--- src/etc_pkg.sv ---
package etc_pkg;

   // Fixed exception slots; peripheral interrupts follow from ETC_SL_IRQ0.
   localparam int ETC_SL_NMI   = 0;
   localparam int ETC_SL_HF_S  = 1;
   localparam int ETC_SL_HF_NS = 2;
   localparam int ETC_SL_SUP_S = 3;
   localparam int ETC_SL_SUP_N = 4;
   localparam int ETC_SL_PSV_S = 5;
   localparam int ETC_SL_PSV_N = 6;
   localparam int ETC_SL_TCK_S = 7;
   localparam int ETC_SL_TCK_N = 8;
   localparam int ETC_SL_IRQ0  = 9;
   localparam int ETC_MAX_IRQ  = 240;

   // Index of the Secure and Non-secure copy in two-bit request groups.
   localparam int ETC_BANK_NS = 0;
   localparam int ETC_BANK_S  = 1;

   // Values of the fault/NMI security-select field.
   localparam logic ETC_SEL_SECURE = 1'h0;
   localparam logic ETC_SEL_NONSEC = 1'h1;

   typedef logic signed [3:0] etc_prio_t;

   localparam etc_prio_t ETC_PRIO_SHF    = -4'sh3;
   localparam etc_prio_t ETC_PRIO_NMI    = -4'sh2;
   localparam etc_prio_t ETC_PRIO_HF     = -4'sh1;
   localparam etc_prio_t ETC_PRIO_CFG    = 4'sh0;
   localparam etc_prio_t ETC_PRIO_THREAD = 4'sh1;

   localparam logic [7:0] ETC_EXC_NMI  = 8'h02;
   localparam logic [7:0] ETC_EXC_HF   = 8'h03;
   localparam logic [7:0] ETC_EXC_SUP  = 8'h0B;
   localparam logic [7:0] ETC_EXC_PSV  = 8'h0E;
   localparam logic [7:0] ETC_EXC_TCK  = 8'h0F;
   localparam logic [7:0] ETC_EXC_IRQ0 = 8'h10;

   // Byte offset of the reset entry in the vector table.
   localparam logic [7:0] ETC_RESET_VEC_OFF = 8'h04;

   typedef enum logic [1:0] {
      ETC_HALT,
      ETC_BOOT,
      ETC_RUN
   } etc_boot_t;

   typedef struct packed {
      logic valid;
      logic secure_origin;
      logic bus_fault;
   } etc_fault_t;

   typedef struct packed {
      logic       valid;
      logic [7:0] excnum;
      logic       exc_secure;
      logic       back_secure;
   } etc_ret_t;

   typedef struct packed {
      logic [7:0] excnum;
      logic       secure;
      etc_prio_t  prio;
   } etc_take_t;

   typedef struct packed {
      logic       halt;
      logic       boot_fetch;
      logic [7:0] vec_off;
      logic       secure;
      logic       privileged;
      logic       handler;
   } etc_core_t;

endpackage

--- src/etc_exception_ctrl.sv ---
// Function
// RL1: Reset halts the core at once, mid-instruction.
// RL2: After reset, fetch reset vector; privileged Thread.
// RL3: Reset unbanked; execution starts in Secure state.
// RL4: NMI comes from peripheral or software.
// RL5: Secure hard fault beats pending or active NMI (here with select 1 only; at select 0 it is -1 and NMI wins).
// RL6: NMI unbanked; select 0 Secure, 1 Non-secure.
// RL7: Hard fault on errors, fixed priority -1.
// RL8: Separate Secure/Non-secure fault, call, service, tick.
// RL9: Select 0 sends all faults to Secure.
// RL10: Select 1: Non-secure faults, bus faults Non-secure.
// RL11: Secure hard fault -3 only with select 1.
// RL12: Secure-origin non-bus faults go to Secure hard fault.
// RL13: Supervisor call raised when its instruction executes.
// RL14: Tick raised at timer zero or by software.
// RL15: Interrupts from peripherals or software, asynchronous.
// RL16: Interrupts unbanked, Secure-assignable, default Secure.
// RL17: Lower priority value wins arbitration.
// RL18: Pending on request, cleared at entry; active tracked.
module etc_exception_ctrl
   import etc_pkg::*;
#(
   parameter int N_IRQ = 32
) (
   // Clock and reset.
   input  wire logic             mclk_i,
   input  wire logic             reset_i,
   // Security configuration.
   input  wire logic             fault_nmi_nonsecure_select_i,
   input  wire logic             irq_target_we_i,
   input  wire logic [N_IRQ-1:0] irq_target_ns_i,
   // Exception requests.
   input  wire logic             nmi_periph_i,
   input  wire logic             nmi_soft_i,
   input  wire etc_fault_t       fault_i,
   input  wire logic             supervisor_call_i,
   input  wire logic [1:0]       pendable_service_request_i,
   input  wire logic [1:0]       tick_zero_i,
   input  wire logic [1:0]       tick_soft_i,
   input  wire logic [N_IRQ-1:0] irq_i,
   input  wire logic [N_IRQ-1:0] irq_soft_i,
   // Pipeline handshake, core control and status outputs.
   input  wire logic             boot_done_i,
   input  wire logic             take_ready_i,
   input  wire etc_ret_t         ret_i,
   output logic                  take_valid_o,
   output etc_take_t             take_o,
   output etc_core_t             core_o,
   output logic [N_IRQ-1:0]      irq_target_ns_o,
   output logic [N_IRQ+8:0]      pending_o,
   output logic [N_IRQ+8:0]      active_o
);

   localparam int NS  = ETC_SL_IRQ0 + N_IRQ;
   localparam int SLW = $clog2(NS);

   if (N_IRQ < 1 || N_IRQ > ETC_MAX_IRQ) begin : g_bad_irq
      $error("N_IRQ must lie between 1 and 240");
   end

   etc_boot_t        state_reg;
   logic             halt_reg;
   logic             secure_reg;
   logic [NS-1:0]    pend_reg;
   logic [NS-1:0]    act_reg;
   logic [N_IRQ-1:0] itns_reg;
   logic             take_valid_reg;
   logic [SLW-1:0]   take_slot_reg;
   etc_take_t        take_reg;
   logic             boot_reg;
   logic             handler_reg;

   logic             sel;
   logic             take_fire;
   logic [NS-1:0]    set_vec;
   logic [NS-1:0]    take_clr;
   logic [NS-1:0]    ret_clr;
   logic             best_found;
   logic [SLW-1:0]   best_slot;
   etc_prio_t        best_prio;
   etc_prio_t        exec_prio;
   logic [NS-1:0]    act_next;

   assign sel       = fault_nmi_nonsecure_select_i;
   assign take_fire = take_valid_reg & take_ready_i;
   assign act_next  = (act_reg & ~ret_clr) | take_clr;

   function automatic logic [7:0] slot_num(input int s);
      logic [7:0] n;
      n = ETC_EXC_IRQ0;
      case (s)
         ETC_SL_NMI: n = ETC_EXC_NMI;
         ETC_SL_HF_S, ETC_SL_HF_NS: n = ETC_EXC_HF;
         ETC_SL_SUP_S, ETC_SL_SUP_N: n = ETC_EXC_SUP;
         ETC_SL_PSV_S, ETC_SL_PSV_N: n = ETC_EXC_PSV;
         ETC_SL_TCK_S, ETC_SL_TCK_N: n = ETC_EXC_TCK;
         default: n = ETC_EXC_IRQ0 + 8'(s - ETC_SL_IRQ0);
      endcase
      return n;
   endfunction

   // The Secure hard fault slot doubles as the single hard fault when the
   // select field is 0, so its priority follows the field.
   function automatic etc_prio_t slot_prio(input int s, input logic f);
      etc_prio_t p;
      p = ETC_PRIO_CFG;
      case (s)
         ETC_SL_NMI: p = ETC_PRIO_NMI;
         ETC_SL_HF_S: p = (f == ETC_SEL_NONSEC) ? ETC_PRIO_SHF : ETC_PRIO_HF; // RL11 RL5
         ETC_SL_HF_NS: p = ETC_PRIO_HF; // RL7
         default: p = ETC_PRIO_CFG;
      endcase
      return p;
   endfunction

   function automatic logic slot_secure(input int s, input logic f,
                                        input logic [N_IRQ-1:0] itns);
      logic r;
      r = 1'h1;
      case (s)
         ETC_SL_NMI: r = (f == ETC_SEL_SECURE); // RL6
         ETC_SL_HF_S, ETC_SL_SUP_S, ETC_SL_PSV_S, ETC_SL_TCK_S: r = 1'h1;
         ETC_SL_HF_NS, ETC_SL_SUP_N, ETC_SL_PSV_N, ETC_SL_TCK_N: r = 1'h0;
         default: r = ~itns[s - ETC_SL_IRQ0];
      endcase
      return r;
   endfunction

   // Requests. Every source is a one-cycle pulse from logic on mclk_i.
   always_comb begin
      set_vec = '0;
      set_vec[ETC_SL_NMI] = nmi_periph_i | nmi_soft_i; // RL4
      if (fault_i.valid) begin
         if (sel == ETC_SEL_SECURE) begin
            set_vec[ETC_SL_HF_S] = 1'h1; // RL9
         end else if (fault_i.secure_origin && !fault_i.bus_fault) begin
            set_vec[ETC_SL_HF_S] = 1'h1; // RL12
         end else begin
            set_vec[ETC_SL_HF_NS] = 1'h1; // RL10
         end
      end
      if (supervisor_call_i) begin
         if (secure_reg) begin
            set_vec[ETC_SL_SUP_S] = 1'h1; // RL13 RL8
         end else begin
            set_vec[ETC_SL_SUP_N] = 1'h1; // RL13 RL8
         end
      end
      set_vec[ETC_SL_PSV_S] = pendable_service_request_i[ETC_BANK_S]; // RL8
      set_vec[ETC_SL_PSV_N] = pendable_service_request_i[ETC_BANK_NS];
      set_vec[ETC_SL_TCK_S] = tick_zero_i[ETC_BANK_S] | tick_soft_i[ETC_BANK_S]; // RL14
      set_vec[ETC_SL_TCK_N] = tick_zero_i[ETC_BANK_NS] | tick_soft_i[ETC_BANK_NS];
      for (int i = 0; i < N_IRQ; i++) begin
         set_vec[ETC_SL_IRQ0 + i] = irq_i[i] | irq_soft_i[i]; // RL15
      end
   end

   // Handler entry clears pending; an exception return clears active.
   always_comb begin
      take_clr = '0;
      ret_clr  = '0;
      take_clr[take_slot_reg] = take_fire;
      if (ret_i.valid) begin
         if (ret_i.excnum >= ETC_EXC_IRQ0) begin
            for (int i = 0; i < N_IRQ; i++) begin
               if (ret_i.excnum == ETC_EXC_IRQ0 + 8'(i)) begin
                  ret_clr[ETC_SL_IRQ0 + i] = 1'h1;
               end
            end
         end else begin
            for (int s = 0; s < ETC_SL_IRQ0; s++) begin
               if (slot_num(s) == ret_i.excnum
                   && slot_secure(s, sel, itns_reg) == ret_i.exc_secure) begin
                  ret_clr[s] = 1'h1;
               end
            end
            if (ret_i.excnum == ETC_EXC_NMI) begin
               ret_clr[ETC_SL_NMI] = 1'h1;
            end
         end
      end
   end

   // A handler may only be entered above the running priority. The loop
   // runs upward with a strict compare, so ties go to the lower slot.
   always_comb begin
      exec_prio  = ETC_PRIO_THREAD;
      best_found = 1'h0;
      best_slot  = '0;
      best_prio  = ETC_PRIO_THREAD;
      for (int s = 0; s < NS; s++) begin
         if (act_reg[s] && slot_prio(s, sel) < exec_prio) begin
            exec_prio = slot_prio(s, sel);
         end
         if (pend_reg[s] && !take_clr[s] && slot_prio(s, sel) < best_prio) begin // RL17
            best_found = 1'h1;
            best_slot  = SLW'(s);
            best_prio  = slot_prio(s, sel);
         end
      end
   end

   // Set wins over clear, so a request in the entry cycle stays pending.
   always_ff @(posedge mclk_i or posedge reset_i) begin
      if (reset_i) begin
         pend_reg <= '0;
      end else begin
         pend_reg <= (pend_reg & ~take_clr) | set_vec; // RL18
      end
   end

   always_ff @(posedge mclk_i or posedge reset_i) begin
      if (reset_i) begin
         act_reg <= '0;
      end else begin
         act_reg <= act_next; // RL18
      end
   end

   // The handler flag is its own flop, so the core sees a registered level
   // rather than a wide OR of the active vector.
   always_ff @(posedge mclk_i or posedge reset_i) begin
      if (reset_i) begin
         handler_reg <= 1'h0;
      end else begin
         handler_reg <= |act_next; // RL18
      end
   end

   // Only Secure code may retarget an interrupt.
   always_ff @(posedge mclk_i or posedge reset_i) begin
      if (reset_i) begin
         itns_reg <= '0; // RL16
      end else if (irq_target_we_i && secure_reg) begin
         itns_reg <= irq_target_ns_i; // RL16
      end
   end

   // The offered entry may be replaced by a better one while it waits.
   always_ff @(posedge mclk_i or posedge reset_i) begin
      if (reset_i) begin
         take_valid_reg <= 1'h0;
         take_slot_reg  <= '0;
         take_reg       <= '0;
      end else begin
         take_valid_reg <= (state_reg == ETC_RUN) && best_found
                           && (best_prio < exec_prio) && !take_fire;
         take_slot_reg  <= best_slot;
         take_reg.excnum <= slot_num(int'(best_slot));
         take_reg.secure <= slot_secure(int'(best_slot), sel, itns_reg);
         take_reg.prio   <= best_prio;
      end
   end

   // Halting is asynchronous so the core stops mid-instruction.
   always_ff @(posedge mclk_i or posedge reset_i) begin
      if (reset_i) begin
         state_reg <= ETC_HALT; // RL1
         halt_reg  <= 1'h1; // RL1
         boot_reg  <= 1'h0;
      end else begin
         halt_reg <= 1'h0;
         case (state_reg)
            ETC_HALT: begin
               state_reg <= ETC_BOOT; // RL2
               boot_reg  <= 1'h1; // RL2
            end
            ETC_BOOT: begin
               if (boot_done_i) begin
                  state_reg <= ETC_RUN;
                  boot_reg  <= 1'h0;
               end
            end
            default: begin
               state_reg <= ETC_RUN;
               boot_reg  <= 1'h0;
            end
         endcase
      end
   end

   always_ff @(posedge mclk_i or posedge reset_i) begin
      if (reset_i) begin
         secure_reg <= 1'h1; // RL3
      end else if (take_fire) begin
         secure_reg <= take_reg.secure;
      end else if (ret_i.valid) begin
         secure_reg <= ret_i.back_secure;
      end
   end

   assign take_valid_o    = take_valid_reg;
   assign take_o          = take_reg;
   assign irq_target_ns_o = itns_reg;
   assign pending_o       = pend_reg;
   assign active_o        = act_reg;

   // No control register is modelled, so execution is always privileged.
   always_comb begin
      core_o.halt       = halt_reg;
      core_o.boot_fetch = boot_reg; // RL2
      core_o.vec_off    = ETC_RESET_VEC_OFF;
      core_o.secure     = secure_reg;
      core_o.privileged = 1'h1; // RL2
      core_o.handler    = handler_reg;
   end

endmodule // etc_exception_ctrl

--- config.mk ---
export PLATFORM = sky130hd
export DESIGN_NAME = etc_exception_ctrl
export DESIGN_NICKNAME = d
export VERILOG_FILES = /design/src/etc_pkg.sv /design/src/etc_exception_ctrl.sv
export SDC_FILE = /design/constraint.sdc
export NUM_CORES = 1
export LEC_CHECK = 0
export BUFFER_PORTS_ARGS = -buffer_cell sky130_fd_sc_hd__buf_2
export CORE_MARGIN = 5
export CORE_UTILIZATION = 50
export CTS_CLUSTER_SIZE = 25
export DETAILED_ROUTE_END_ITERATION = 16
export GPL_TIMING_DRIVEN = 0
export PLACE_DENSITY_LB_ADDON = 0.05
export RECOVER_POWER = 25
export SETUP_SLACK_MARGIN = 0.1
export SLEW_MARGIN = 20
export SYNTH_ARGS = -nofsm -noshare
export SYNTH_HDL_FRONTEND = slang
export SYNTH_SLANG_ARGS = --single-unit
export TNS_END_PERCENT = 5
--- constraint.sdc ---
create_clock -name mclk_i -period 4.8 [get_ports mclk_i]
set_input_delay 0.72 -clock mclk_i [delete_from_list [all_inputs] [get_ports mclk_i]]
set_output_delay 0.72 -clock mclk_i [all_outputs]
set_load 0.005 [all_outputs]
==> flow_summary.toml, run 1 <==
[status]
run_status = "complete, but fails checks"
violations = "max-capacitance violations, max-slew violations"

[logic_synthesis]
ys_warn_count = 0
yosysTopAreaCellShare_pct = 46.4
synth_area_leaders = "dfrtp_1 (46%), mux2_2 (5.4%), o21ai_0 (5.3%), nand2_1 (3.3%), nor2_1 (2.5%)"
ys.flop_type = "dfrtp_1"
synthArstFlopShare_pct = 100
yosysUniqueCellTypes = 82
synth.avg_cell_area_um2 = 10.0
post-synth-top-count-cell = "dfrtp_1"
ys_seq_area_share_pct = 47.1
netlist_instances = 730
ys_top_cells_by_count = "dfrtp_1 (136), o21ai_0 (77), nand2_1 (65), nor2_1 (48), mux2_2 (35)"
netlist_area_um2 = 7330
synth_top_area_cell = "dfrtp_1"
synth_edf_count = 0
ys_ff_latch = 138

[sta]
skew_ps = 7.48
relSlewSlack_pct = -45.9
fmax_mhz = 224
worst_pin_slew_ps = 2180
hold_viol = 0
fin_crit_sh_pct = 93.1
worst_slack_ps = 332
slew_viol_final = 141
whs_ps = 428
period_needed_ps = 4470
setup_viol = 0
rsz0062_at_grt = "no"

[layout]
fin_util_pct = 66.5
diodes = 0
final_cells = 1210
drive_gt1_share_pct = 37.7
fillers = 1267
syn2layout_area_growth_pct = 31.4
nets = 1143

[global_routing]
antenna_found_initial = 0
grt_pass1_wl_mm = 38.2
grt_max_degree = 89
grtUsageTotal_pct = 29.3
grt-ovfl-total = 0
grt_pass1_vias = 6884

[routing]
vias = 7296
wire_per_inst_um = 21.0
via_per_inst = 6.03
first_pass_iters = 5
drt_iter0_drc = 702
drt_wl_total_mm = 25.4
drcViolationCount = 0
detail-route-antenna-nets = 0

[cts]
clk_path_buf_depth = 2
hold_buffers = 0
cts_buffers = 17
cts_max_level = 4
insertion_delay_ps = 420
cts_tree = "yes"
cts.clk_slew.worst_paths_ps = 60
cts_root_buf = "clkbuf_16"
cts_sinks = 138

[floorplanning]
start_util_pct = 50.6
dieArea_um2 = 17200
core_area_um2 = 14500
io_pins = 266
die_w_um = 131
fp.dieH_um = 131
row_count = 44

[power]
power_mw = 4.01
vdd_ir_drop_max_mv = 0.384
leakage_nw = 4.31
p_per_area_nw_per_um2 = 416

[critical_path]
reg2reg_setup_slack_ps = 330
crit_path_end_kind = "register"
startpoint_type = "register"
arrival_ps = 4750
timing.critical_path.required_ps = 5090
critical_path_class = "register to register"
cp_max_fo = 10

[placement]
hpwl_mm = 19.6
gp_congestion = 1.02
dp_cells = 1176
io_buffers = 252
place_ws_ps = -1040

[run]
cap_viol_max_count = 2

[min_path]
worstHoldPathType = "register to register"
-- layer usage --
metal	wire, um	GRT usage (%)	share of wire [%]
met5	0	0	0
met4	712	9.50	2.8
met3	3070	8.06	12
met2	10800	42.1	42
met1	10800	43.0	43
-- critical path: stages, from the launching register on --
cell and delay (ps):
dfrtp_1 450, buf_2 210, and4bb_2 270, buf_2 190, a41oi_2 390, nor4_4 120, buf_4 180, and2_1 220
a2bb2oi_1 180, a21oi_1 90, or4_1 530, buf_2 200, o31a_2 430, or2_2 360, mux2i_1 140, a211oi_1 280
o31ai_2 100
-- path summary, 6_finish.rpt --
kind,start,to,depth (start not counted)
max reg2reg,take_valid_o$_DFF_PP0_,take_o[4]$_DFF_PP0_,16
min reg2reg,state_reg[1]$_DFFE_PP0P_,state_reg[0]$_DFFE_PP0P_,1
max,take_valid_o$_DFF_PP0_,take_o[4]$_DFF_PP0_,16
min,state_reg[1]$_DFFE_PP0P_,state_reg[0]$_DFFE_PP0P_,1
min in group asynchronous,reset_i,take_o[12]$_DFF_PP0_,2
max in group asynchronous,reset_i,take_o[5]$_DFF_PP0_,3
-- layout by cell type (no fill, tap or decap), drive strengths merged, types with 12 or more instances in the layout --
cell type  netlist  layout
o21ai           78      78
inv             17      16
nand2           65      65
a31oi           14      14
nor4            20      20
or3             25      25
buf             28     281
nand3           24      24
nor2            48      48
dfrtp          136     136
clkbuf          19      47
nor3            15      15
o31ai           13      13
mux2            35      35
o21a            12      12
a21oi           17      17
-- final cells by class --
type / count / area (um^2) / share of cell area [%]
Sequential cell: 138 / 3460 / 35.9
Buffer: 46 / 265 / 2.75
Inverter: 17 / 67.6 / 0.701
Clock buffer: 26 / 519 / 5.39
Clock inverter: 6 / 62.6 / 0.649
Timing Repair Buffer: 256 / 1290 / 13.4
Multi-Input combinational cell: 537 / 3750 / 38.9
Tap cell: 184 / 230 / 2.39
-- stage by stage --
stage / setup TNS (ps) / cell area, um^2
6_report: 0 / 9630
5_1_grt: 0 / 9630
4_1_cts: 0 / 9540
3_5_place_dp: -3860 / 8890
3_3_place_gp: -157090 / 8850
2_1_floorplan: 0 / 7360
-- where the power goes --
part / internal (mW) / switching [mW] / total [mW]
clock network: 0.794 / 0.484 / 1.28
logic: 0.605 / 0.615 / 1.22
registers: 1.36 / 0.148 / 1.51
-- logic make-up after synthesis --
| kind of cell | count (synthesis) | synth area share (%) |
|---|---|---|
| xor+xnor | 5 | 0.700 |
| fa+ha+maj | 5 | 0.854 |
| compound gates | 190 | 17.0 |
| mux | 53 | 9.46 |
| simple gates | 273 | 20.3 |
| buf+inv | 64 | 4.46 |
| other cells | 2 | 0.102 |
| flops | 138 | 47.1 |
-- timing repair --
item                                   4_1_cts  5_1_grt
endpoints found under the hold margin        0        0
resized for setup                            9       28
setup endpoints to repair                    7        6
pin swaps                                    2        2
buffers inserted                             3        0
Power figures use the tool's default switching activity.
==> inputs of run 2 (changes only) <==
--- a/config.mk
+++ b/config.mk
@@ -11,7 +11,7 @@
 export CTS_CLUSTER_SIZE = 25
 export DETAILED_ROUTE_END_ITERATION = 16
 export GPL_TIMING_DRIVEN = 0
-export PLACE_DENSITY_LB_ADDON = 0.05
+export PLACE_DENSITY_LB_ADDON = 0.2
 export RECOVER_POWER = 25
 export SETUP_SLACK_MARGIN = 0.1
 export SLEW_MARGIN = 20
==> flow_summary.toml, run 2 (synthesis results as in run 1) <==
[layout]
drive_gt1_share_pct = 37.7
final_common_cell = "buf_2"
fillers = 1254
multi_input_area_um2 = 3700
nets = 1143
diodes = 0
stdcell_area_um2 = 9560
fin_util_pct = 66.0
final_cell_mix = "buf_2 (260), dfrtp_1 (136), o21ai_0 (76), nand2_1 (65), nor2_1 (48)"
syn2layout_area_growth_pct = 30.5
seq_area_um2 = 3460

[floorplanning]
row_count = 44
io_pins = 266
dieArea_um2 = 17200
die_w_um = 131
start_util_pct = 50.6
fp.dieH_um = 131
core_area_um2 = 14500

[routing]
met3_length_mm = 2.85
first_pass_iters = 9
via_per_inst = 6.10
drt_iter0_drc = 839
wl_met2_mm = 11.3
detail-route-antenna-nets = 0
wire_per_inst_um = 20.8
drcViolationCount = 0
top_layer = "met4"
drt_wl_total_mm = 25.2
met1_length_mm = 10.2
vias = 7379

[global_routing]
grt_pass1_wl_mm = 38.0
grt_max_degree = 79
grt-ovfl-total = 0
antenna_found_initial = 0
grtUsageTotal_pct = 29.2
grt_pass1_vias = 7065

[power]
p_per_area_nw_per_um2 = 412
leakage_nw = 4.29
vdd_ir_drop_max_mv = 0.313

[cts]
cts_max_level = 4
cts_sinks = 138
clk_path_buf_depth = 2
cts_buffers = 17
cts_root_buf = "clkbuf_16"
cts.clk_slew.worst_paths_ps = 50
insertion_delay_ps = 430
cts_tree = "yes"

[critical_path]
crit_buf_inv = 0
crit_path_end_kind = "register"
crit_start = "take_slot_reg[5]$_DFF_PP0_"
cp_max_fo = 9
timing.critical_path.required_ps = 5090
reg2reg_setup_slack_ps = 190
crit_family = "simple AND/OR/NAND/NOR gates"
critical_path_class = "register to register"
r2r_end = "take_o[4]$_DFF_PP0_"
crit_slowest_cell = "a2111oi_0"
regToRegStartpoint = "take_slot_reg[5]$_DFF_PP0_"
cp_cell_sequence = "or4b_4 > o21ai_1 > or4b_4 > or3_1 > a2111oi_0 > a31oi_1 > a21oi_4 > nor4_1 > or2_2 > mux2i_1 > a211oi_1 > o31ai_2"
path_common_cell = "or4b_4"
startpoint_type = "register"
ff2ff_path_depth = 12
arrival_ps = 4910
cp_slowest_stage_delay_ps = 640

[min_path]
worstHoldEndpoint = "state_reg[0]$_DFFE_PP0P_"
worstHoldPathType = "register to register"
whs_path_depth = 1
hold_path_startpoint = "state_reg[1]$_DFFE_PP0P_"

[sta]
worst_pin_slew_ps = 2630
rsz0062_at_grt = "no"
slew_viol_final = 141
whs_ps = 426
fin_crit_sh_pct = 96.1
fmax_mhz = 217
skew_ps = 9.33
hold_viol = 0
period_needed_ps = 4610
setup_viol = 0
relSlewSlack_pct = -76.0

[status]
violations = "max-capacitance violations, max-slew violations"
run_status = "complete, but fails checks"

[placement]
io_buffers = 252
hpwl_mm = 19.6
place_area_um2 = 8890
gp_congestion = 1.00

[run]
cap_viol_max_count = 2
==> run 2: cell types whose count changed in the layout (fill, tap and decap cells not counted), sizes merged <==
cell and delta:
clkinv +3, inv +1, buf +2, bufinv -1, clkbuf -6, clkinvlp +1
==> run 2: layout make-up <==
cell class | instances | share of cell area (%)
Buffer | 46 | 2.75
Multi-Input combinational cell | 537 | 38.7
Clock inverter | 10 | 0.707
Timing Repair Buffer | 256 | 13.5
Inverter | 17 | 0.707
Sequential cell | 138 | 36.1
Tap cell | 184 | 2.41
Clock buffer | 22 | 5.06
==> run 2: repair_timing <==
item	CTS	global route
pin swaps	2	1
buffers inserted	3	0
gates cloned	0	0
gates resized for setup	12	17
hold buffers	0	0
endpoints found under the setup margin	6	1
==> run 2: how the worst max path moves through the flow <==
stage	end	slack, ps	cells after the start
2_1_floorplan	active_o[0]$_DFF_PP0_	390	1
3_3_place_gp	take_o[0]$_DFF_PP0_	-1130	2
3_5_place_dp	take_o[4]$_DFF_PP0_	-1020	17
4_1_cts	take_o[4]$_DFF_PP0_	140	15
5_1_grt	take_o[4]$_DFF_PP0_	100	15
6_report	take_o[4]$_DFF_PP0_	190	12
==> run 2: through the flow <==
step,setup TNS (ps),worst slack (ps),total power [mW],instances
2_1_floorplan,0,387,2.23,739
3_3_place_gp,-154890,-1130,2.68,1175
3_5_place_dp,-3310,-1020,2.71,1176
4_1_cts,0,136,3.94,1210
5_1_grt,0,103,4.13,1210
6_report,0,185,3.94,1210
==> run 2: metal layers <==
metal	vias to the layer above	track usage (%)
met1	3515	40.0
met4	0	11.2
met3	73	7.66
li1	3296	-
met5	-	0
met2	495	44.7
==> run 2: where the power goes <==
| part | total, mW | switching (mW) | internal [mW] | leakage [nW] |
|---|---|---|---|---|
| registers | 1.52 | 0.160 | 1.36 | 1.59 |
| logic | 1.20 | 0.602 | 0.601 | 2.44 |
| clock network | 1.21 | 0.499 | 0.712 | 0.264 |
| total | 3.94 | 1.26 | 2.68 | 4.29 |
